$ cat config.mk
export PLATFORM = sky130hd
export DESIGN_NAME = rwdt_top
export DESIGN_NICKNAME = d
export VERILOG_FILES = /design/src/rtl/rwdt_pkg.sv /design/src/rtl/rwdt_top.sv
export SDC_FILE = /design/constraint.sdc
export NUM_CORES = 1
export LEC_CHECK = 0
export BUFFER_PORTS_ARGS = -buffer_cell sky130_fd_sc_hd__buf_2
export CAP_MARGIN = 20
export CORE_MARGIN = 10
export CORE_UTILIZATION = 37
export CTS_CLUSTER_SIZE = 24
export DETAILED_ROUTE_END_ITERATION = 6
export PLACE_DENSITY_LB_ADDON = 0.15
export SLEW_MARGIN = 40
export SYNTH_ARGS = -nofsm -noshare
export SYNTH_HDL_FRONTEND = slang
export SYNTH_SLANG_ARGS = --single-unit
$ cat constraint.sdc
create_clock -name clk_i -period 3.1 [get_ports clk_i]
set_clock_uncertainty 0.15 [all_clocks]
set_input_delay 0.62 -clock clk_i [delete_from_list [all_inputs] [get_ports clk_i]]
set_output_delay 0.62 -clock clk_i [all_outputs]
set_load 0.1 [all_outputs]
$ cat src/rtl/rwdt_pkg.sv
/*
 * Package for the real-time clock watchdog: register indices, field
 * positions, reset values, clock rates and the shared types.
 * Assumes a single 40 MHz system clock and a 32-bit APB register bus.
 */
package rwdt_pkg;

  // Clock rates
  localparam int CLK_HZ        = 40_000_000;
  localparam int CLK_PERIOD_NS = 25;
  localparam int OSC_HZ        = 32_768;
  localparam int ACC_W         = 26;
  localparam int PRE_W         = 17;

  // Prescaler roll masks, one per step select (0.25 Hz, 1 Hz, 4 Hz, 16 Hz)
  localparam logic [PRE_W-1:0] TAP_4S  = 17'h1ffff;
  localparam logic [PRE_W-1:0] TAP_1S  = 17'h07fff;
  localparam logic [PRE_W-1:0] TAP_Q   = 17'h01fff;
  localparam logic [PRE_W-1:0] TAP_16  = 17'h007ff;

  // Register indices; byte address is four times the index
  localparam logic [7:0] IDX_INT_FIRST_EN  = 8'h29;
  localparam logic [7:0] IDX_INT_SECOND_EN = 8'h2a;
  localparam logic [7:0] IDX_WD_CTRL       = 8'h2d;
  localparam logic [7:0] IDX_IRQ_STATUS    = 8'h30;
  localparam logic [7:0] IDX_IRQ_MASK      = 8'h31;
  localparam logic [7:0] IDX_IRQ_MODE      = 8'h32;
  localparam int         ADDR_W            = 10;

  // Control register field positions
  localparam int CTRL_REPEAT_BIT = 7;
  localparam int CTRL_LOAD_LSB   = 2;
  localparam int CTRL_LOAD_MSB   = 6;
  localparam int CTRL_STEP_LSB   = 0;
  localparam int CTRL_STEP_MSB   = 1;

  // Single-bit fields in the enable, status, mask and mode registers
  localparam int EN_WD_BIT         = 0;
  localparam int STAT_EXPIRY_BIT   = 0;
  localparam int MODE_PULSE_FIRST  = 0;
  localparam int MODE_PULSE_SECOND = 1;

  // Reset values
  localparam logic [7:0] RST_WD_CTRL = 8'h00;
  localparam logic       RST_BIT     = 1'b0;
  localparam logic [4:0] COUNT_ZERO  = 5'h00;
  localparam logic [4:0] COUNT_ONE   = 5'h01;

  // Step select encodings
  localparam logic [1:0] STEP_4S  = 2'h0;
  localparam logic [1:0] STEP_1S  = 2'h1;
  localparam logic [1:0] STEP_Q   = 2'h2;
  localparam logic [1:0] STEP_16  = 2'h3;

  typedef struct packed {
    logic       repeat_select;
    logic [4:0] countdown_load;
    logic [1:0] step_select;
  } rwdt_ctrl_t;

  typedef struct packed {
    logic       valid;
    rwdt_ctrl_t ctrl;
  } rwdt_load_t;

  typedef enum logic [1:0] {
    RWDT_STOP = 2'b01,
    RWDT_RUN  = 2'b10
  } rwdt_state_t;

endpackage

$ cat src/rtl/rwdt_top.sv
/*
 * Watchdog countdown timer of a real-time clock, with an APB register
 * slave, a derived 32.768 kHz time base, two gated interrupt outputs and
 * one masked summary interrupt.
 * Assumes an APB master on the same 40 MHz clock and a synchronous,
 * active-high reset.
 */
// Local design decision: register access over APB.
// Summary of operation
// - Five-bit load in bits 6:2, counts down.
// - Load of zero halts the countdown.
// - Nonzero load starts countdown at once.
// - Bits 1:0 pick 4 s, 1 s, 1/4 s, 1/16 s.
// - Period equals load times step.
// - New load replaces running count immediately.
// - First period may be one count short.
// - Reads return live count, not written value.
// - Repeat mode flags, reloads, restarts each period.
// - Flag stays set until host clears it.
// - Single shot flags and stops at zero.
// - Separate enable bit per interrupt output.
// - Output pulses per expiry or mirrors flag.
// - Pulse repeats even while flag stays set.
// - Steps derive from 32.768 kHz time base.
`timescale 1ns/1ps
module rwdt_top (
  input  wire logic                       clk_i,
  input  wire logic                       reset_i,
  input  wire logic                       psel_i,
  input  wire logic                       penable_i,
  input  wire logic                       pwrite_i,
  input  wire logic [rwdt_pkg::ADDR_W-1:0] paddr_i,
  input  wire logic [31:0]                pwdata_i,
  input  wire logic [3:0]                 pstrb_i,
  output logic      [31:0]                prdata_o,
  output logic                            pready_o,
  output logic                            pslverr_o,
  output logic                            irq_out_first_o,
  output logic                            irq_out_second_o,
  output logic                            irq_o
);
  import rwdt_pkg::*;

  // Bus decode
  logic        setup_phase;
  logic        access_phase;
  logic        wr_en;
  logic        rd_en;
  logic [7:0]  reg_idx;
  logic        addr_ok;
  logic        aligned;
  logic        lane0;

  assign setup_phase  = psel_i && !penable_i;
  assign access_phase = psel_i && penable_i;
  assign reg_idx      = paddr_i[ADDR_W-1:2];
  assign aligned      = (paddr_i[1:0] == 2'h0);
  assign addr_ok      = aligned &&
                        ((reg_idx == IDX_INT_FIRST_EN)  ||
                         (reg_idx == IDX_INT_SECOND_EN) ||
                         (reg_idx == IDX_WD_CTRL)       ||
                         (reg_idx == IDX_IRQ_STATUS)    ||
                         (reg_idx == IDX_IRQ_MASK)      ||
                         (reg_idx == IDX_IRQ_MODE));
  assign lane0        = pstrb_i[0];
  assign wr_en        = access_phase && pwrite_i && addr_ok && lane0;
  assign rd_en        = access_phase && !pwrite_i && addr_ok;

  // Every access completes after one wait-free access phase
  assign pready_o  = access_phase;
  assign pslverr_o = access_phase && !addr_ok;

  // Software-visible registers
  rwdt_ctrl_t  ctrl_q;
  logic        en_first_q;
  logic        en_second_q;
  logic        flag_q;
  logic        mask_q;
  logic        pulse_first_q;
  logic        pulse_second_q;

  // Watchdog core state
  rwdt_load_t  stage_q;
  rwdt_state_t state_q;
  logic [4:0]  count_q;
  logic        expire_q;

  // Time base
  logic [ACC_W-1:0] acc_q;
  logic [ACC_W:0]   acc_sum;
  logic             osc_tick;
  logic [PRE_W-1:0] pre_q;
  logic [PRE_W-1:0] tap_mask;
  logic             step_tick;
  logic             expire_now;

  always_ff @(posedge clk_i) begin
    if (reset_i) begin
      ctrl_q <= rwdt_ctrl_t'(RST_WD_CTRL);
    end else if (wr_en && reg_idx == IDX_WD_CTRL) begin
      ctrl_q.repeat_select  <= pwdata_i[CTRL_REPEAT_BIT];
      ctrl_q.countdown_load <= pwdata_i[CTRL_LOAD_MSB:CTRL_LOAD_LSB];
      ctrl_q.step_select    <= pwdata_i[CTRL_STEP_MSB:CTRL_STEP_LSB];
    end
  end

  // Settings are moved into the counter as one word with a valid strobe,
  // so the counter never sees a half-written mix of old and new fields
  always_ff @(posedge clk_i) begin
    if (reset_i) begin
      stage_q <= '0;
    end else begin
      stage_q.valid              <= wr_en && (reg_idx == IDX_WD_CTRL);
      stage_q.ctrl.repeat_select  <= pwdata_i[CTRL_REPEAT_BIT];
      stage_q.ctrl.countdown_load <= pwdata_i[CTRL_LOAD_MSB:CTRL_LOAD_LSB];
      stage_q.ctrl.step_select    <= pwdata_i[CTRL_STEP_MSB:CTRL_STEP_LSB];
    end
  end

  always_ff @(posedge clk_i) begin
    if (reset_i) begin
      en_first_q  <= RST_BIT;
      en_second_q <= RST_BIT;
    end else begin
      if (wr_en && reg_idx == IDX_INT_FIRST_EN) begin
        en_first_q <= pwdata_i[EN_WD_BIT];
      end
      if (wr_en && reg_idx == IDX_INT_SECOND_EN) begin
        en_second_q <= pwdata_i[EN_WD_BIT];
      end
    end
  end

  always_ff @(posedge clk_i) begin
    if (reset_i) begin
      mask_q         <= RST_BIT;
      pulse_first_q  <= RST_BIT;
      pulse_second_q <= RST_BIT;
    end else begin
      if (wr_en && reg_idx == IDX_IRQ_MASK) begin
        mask_q <= pwdata_i[STAT_EXPIRY_BIT];
      end
      if (wr_en && reg_idx == IDX_IRQ_MODE) begin
        pulse_first_q  <= pwdata_i[MODE_PULSE_FIRST];
        pulse_second_q <= pwdata_i[MODE_PULSE_SECOND];
      end
    end
  end

  // 32.768 kHz ticks from the 40 MHz clock by a phase accumulator; the
  // tick spacing jitters by one clock, which stands in for the effect
  // of oscillator correction on individual periods
  assign acc_sum  = {1'b0, acc_q} + (ACC_W+1)'(OSC_HZ);
  assign osc_tick = (acc_sum >= (ACC_W+1)'(CLK_HZ));

  always_ff @(posedge clk_i) begin
    if (reset_i) begin
      acc_q <= '0;
    end else if (osc_tick) begin
      acc_q <= ACC_W'(acc_sum - (ACC_W+1)'(CLK_HZ));
    end else begin
      acc_q <= acc_sum[ACC_W-1:0];
    end
  end

  // Free-running prescaler; a load does not restart it, so the first
  // step after a write may come early by up to one step
  always_ff @(posedge clk_i) begin
    if (reset_i) begin
      pre_q <= '0;
    end else if (osc_tick) begin
      pre_q <= pre_q + PRE_W'(1);
    end
  end

  always_comb begin
    case (ctrl_q.step_select)
      STEP_4S: tap_mask = TAP_4S;
      STEP_1S: tap_mask = TAP_1S;
      STEP_Q:  tap_mask = TAP_Q;
      STEP_16: tap_mask = TAP_16;
      default: tap_mask = TAP_4S;
    endcase
  end

  assign step_tick  = osc_tick && ((pre_q & tap_mask) == tap_mask);
  assign expire_now = (state_q == RWDT_RUN) && step_tick && (count_q == COUNT_ONE);

  // Countdown: a staged write always wins over a step
  always_ff @(posedge clk_i) begin
    if (reset_i) begin
      count_q <= COUNT_ZERO;
      state_q <= RWDT_STOP;
    end else if (stage_q.valid) begin
      count_q <= stage_q.ctrl.countdown_load;
      if (stage_q.ctrl.countdown_load == COUNT_ZERO) begin
        state_q <= RWDT_STOP;
      end else begin
        state_q <= RWDT_RUN;
      end
    end else begin
      case (state_q)
        RWDT_STOP: begin
          state_q <= RWDT_STOP;
        end
        RWDT_RUN: begin
          if (expire_now && ctrl_q.repeat_select) begin
            count_q <= ctrl_q.countdown_load;
          end else if (expire_now) begin
            count_q <= COUNT_ZERO;
            state_q <= RWDT_STOP;
          end else if (step_tick) begin
            count_q <= count_q - COUNT_ONE;
          end
        end
        default: begin
          state_q <= RWDT_STOP;
          count_q <= COUNT_ZERO;
        end
      endcase
    end
  end

  always_ff @(posedge clk_i) begin
    if (reset_i) begin
      expire_q <= 1'b0;
    end else begin
      expire_q <= expire_now;
    end
  end

  // Sticky expiry flag; reading the status register is the clear
  // command, and an expiry in that same cycle keeps the flag set
  always_ff @(posedge clk_i) begin
    if (reset_i) begin
      flag_q <= RST_BIT;
    end else if (expire_q) begin
      flag_q <= 1'b1;
    end else if (rd_en && reg_idx == IDX_IRQ_STATUS) begin
      flag_q <= 1'b0;
    end
  end

  // Interrupt outputs are registered so they never glitch
  always_ff @(posedge clk_i) begin
    if (reset_i) begin
      irq_out_first_o  <= 1'b0;
      irq_out_second_o <= 1'b0;
      irq_o            <= 1'b0;
    end else begin
      irq_out_first_o  <= en_first_q &&
                          (pulse_first_q ? expire_q : (flag_q || expire_q));
      irq_out_second_o <= en_second_q &&
                          (pulse_second_q ? expire_q : (flag_q || expire_q));
      irq_o            <= mask_q && (flag_q || expire_q);
    end
  end

  // Read data is captured in the setup cycle and held for the access
  // phase; the count may move between two reads, so software compares
  // two readings
  always_ff @(posedge clk_i) begin
    if (reset_i) begin
      prdata_o <= '0;
    end else if (setup_phase && !pwrite_i) begin
      prdata_o <= '0;
      if (aligned) begin
        case (reg_idx)
          IDX_WD_CTRL: begin
            prdata_o[CTRL_REPEAT_BIT]               <= ctrl_q.repeat_select;
            prdata_o[CTRL_LOAD_MSB:CTRL_LOAD_LSB]   <= count_q;
            prdata_o[CTRL_STEP_MSB:CTRL_STEP_LSB]   <= ctrl_q.step_select;
          end
          IDX_INT_FIRST_EN:  prdata_o[EN_WD_BIT]       <= en_first_q;
          IDX_INT_SECOND_EN: prdata_o[EN_WD_BIT]       <= en_second_q;
          IDX_IRQ_STATUS:    prdata_o[STAT_EXPIRY_BIT] <= flag_q;
          IDX_IRQ_MASK:      prdata_o[STAT_EXPIRY_BIT] <= mask_q;
          IDX_IRQ_MODE: begin
            prdata_o[MODE_PULSE_FIRST]  <= pulse_first_q;
            prdata_o[MODE_PULSE_SECOND] <= pulse_second_q;
          end
          default: prdata_o <= '0;
        endcase
      end
    end
  end

endmodule

==> run metrics <==
P&R area growth vs syn 13.6%; Seq/Total Area, Yosys 37.3%; Worst Tran Pin Value 0.570 ns; final hold slack between 0.3 and 0.4 ns; non-filler cells, final 654; CP max stage delay approximately 0.48 ns; R2R Setup Slk 0.22 ns; number of flops mapped to enable cells by yosys 0; Fillers 1,054; CP endpoint kind flip-flop; Reg clk slew, reported paths about 0.090 ns; GR Layer Usage met1 between 10 and 15%; Crit path required time 3.23 ns; clock sink count 73; setup repair bufs after CTS 0; average size of a mapped cell between 8 and 9 um2; Routed Antenna Nets 0; first-pass GRT wire length 14.4 mm; clock root buffer master clkbuf_8; YS warnings 0; Reg2Reg Depth 10; die width around 120 um; status finished clean; Critical Path AT 3.01 ns; GR Util All Layers 11.4%; vias in the first global route 3,203; Fmax 347 MHz; Unique masters post-synth 58; GR Overflow Total 0; unrepaired setup endpoints after global routing false; flops & latches, synth 73; max-slew violations 0; layout cells sized above 1 17.4%; antenna violations before repair 0; Initial DRC Count about 120; Ports 88; setup TNS 0 ns; core area 0.0103 mm2; most frequent cells in the layout dfxtp_1, nor2_1, buf_2; GRT met2 Usage 19.2%; Critical Setup Path Class flip-flop to flip-flop; CP delay by family, top compound AO/OA/AOI/OAI gates; crit path cell chain and4_4, o21ai_1, a211oi_2, nor3_1, a31oi_2, and2_1, buf_4, nor3_1, o31ai_1, nor2b_1; pwr/cell area 442 mW/mm2; Hold Path Sink irq_o$_SDFF_PP0_; final worst-path cycle share 93.0%; Post-Route WL 8.48 mm; DR WL/cell 13.0 um; Max IR drop VDD 0.265 mV; Vias/cell 4.95; CP most frequent cell nor3_1; Clk Latency, worst-skew pair 0.34 ns; port bufs 36; drt first pass iters 4; critical path's slowest cell dfxtp_1; Max Cap Viol 0; vias post-DR 3,240; Post-Syn Area a little under 0.004 mm2; Period minus WS final about 2.9 ns; initial core utilization 37.9%; row count 37; Hold Path Stages 2; Worst Setup Start Kind flip-flop; Cells after DPL 638; Most Used Layer, Global Route met2; Worst R2R End state_q[1]$_SDFFE_PP0P_; Min-Delay Path Class flip-flop to flip-flop; largest net degree at the start of global routing 45; Crit Reg-Reg Startpoint acc_q[19]$_SDFF_PP0_; ys flop type dfxtp_1; nets 571; worst path buffer plus inverter count 1; Post-synth ARST share 0%; Die Span Y between 100 and 150 um; clk buf depth 2; Inserted Clock Buffers 9; Leak 0.00166 uW; GP Congestion 0.795; Crit Path Max Fanout 16; final setup vio count 0; Total Power 1970 uW; most common cell after layout, fill and taps aside dfxtp_1; die area 0.0151 mm2; Residual DRC 0; Hold Fails Final Rpt 0; Ant. Diodes 0; HP Start mask_q$_SDFFE_PP0P_; CTS tree built; Slew headroom 62.0%; H-tree depth 3; GRT met3 Usage around 2.3%; Synth Instances 468; detailed placement HPWL roughly 6.2 mm
-- what timing repair did --
action	in CTS	in global routing
endpoints found under the setup margin	0	11
hold buffers	0	0
gates resized for setup	0	2
-- cell type report --
type / instances / area, um2 / share of cell area [%]
multi-input cells: 362 / 2230 / 50.1
repair buffers: 56 / 343 / 7.70
inverters: 11 / 41.3 / 0.928
clock buffers: 9 / 124 / 2.78
well taps: 136 / 170 / 3.82
clock inverters: 7 / 81.3 / 1.83
flip-flops and latches: 73 / 1460 / 32.8
-- per-stage QoR --
step | cell area, um2 | setup WS, ns | utilization, %
after CTS | 4440 | 0.117 | 43.0
after detailed placement | 4240 | 0.145 | 41.0
final | 4450 | 0.218 | 43.1
after global routing | 4450 | 0.00293 | 43.1
after floorplan | 4010 | 0.225 | -
after global placement | 4240 | 0.192 | 41.0
-- flip-flops by register name, summed over array words and instances, names as in the netlist, 2 cells and up --
signal / count
prdata_o: 8
state_q: 2
pre_q: 17
ctrl_q: 8
count_q: 5
stage_q: 6
acc_q: 17
-- worst max-delay path by stage --
stage,end,startpoint,slack (ns),cells after the start
6_report,state_q[1]$_SDFFE_PP0P_,acc_q[19]$_SDFF_PP0_,0.22,10
3_3_place_gp,acc_q[22]$_SDFF_PP0_,acc_q[15]$_SDFF_PP0_,0.19,10
4_1_cts,state_q[1]$_SDFFE_PP0P_,acc_q[15]$_SDFF_PP0_,0.12,11
5_1_grt,acc_q[21]$_SDFF_PP0_,acc_q[9]$_SDFFE_PP0N_,0.003,12
2_1_floorplan,ctrl_q[0]$_SDFFE_PP0P_,psel_i,0.22,8
3_5_place_dp,state_q[1]$_SDFFE_PP0P_,acc_q[15]$_SDFF_PP0_,0.15,11
-- routing by layer --
| metal | up-vias | part of all wire, % | routed length, um |
|---|---|---|---|
| met5 | - | 0 | 0 |
| met4 | 0 | 0.98 | 83 |
| met3 | 8 | 5.2 | 444 |
| met2 | 72 | 47 | 3990 |
| met1 | 1487 | 47 | 3950 |
| li1 | 1673 | - | - |
-- logic make-up after synthesis --
logic type	after synthesis	synth area share (%)
fa+ha+maj	7	2.24
simple gates	205	27.9
flops	73	37.3
compound gates	78	12.7
mux	15	4.03
xor+xnor	33	7.38
other cells	1	0.0958
buf+inv	56	8.37
-- worst register-to-register path, delay by kind of cell, from the launching register on --
kind                   cells  cell delay (ns)
AO/OA/AOI/OAI              4             1.02
flip-flops                 1             0.48
AND/OR/NAND/NOR            5             0.93
buffers and inverters      1             0.25
-- power breakdown --
part	internal [uW]	switching, uW	leakage (uW)	total (uW)
Clock	385	400	0.000101	785
Combinational	42.3	192	0.000965	234
Sequential	944	4.09	0.000590	948
Total	1370	596	0.00166	1970
-- cells in the mapped netlist (9+ instances only) --
cell / n / area share, %
o21ai_0: 22 / 2.8
inv_1: 11 / 1.1
and3_1: 11 / 1.8
nor2b_1: 12 / 1.9
nand3_1: 13 / 1.7
a21oi_1: 20 / 2.6
dfxtp_1: 73 / 37
xnor2_1: 25 / 5.6
nor3_1: 13 / 1.7
nor2_1: 71 / 6.8
clkbuf_1: 9 / 0.86
mux2i_1: 12 / 3.1
buf_4: 25 / 4.8
nand2_1: 29 / 2.8
(Power assumes the default switching activity.)
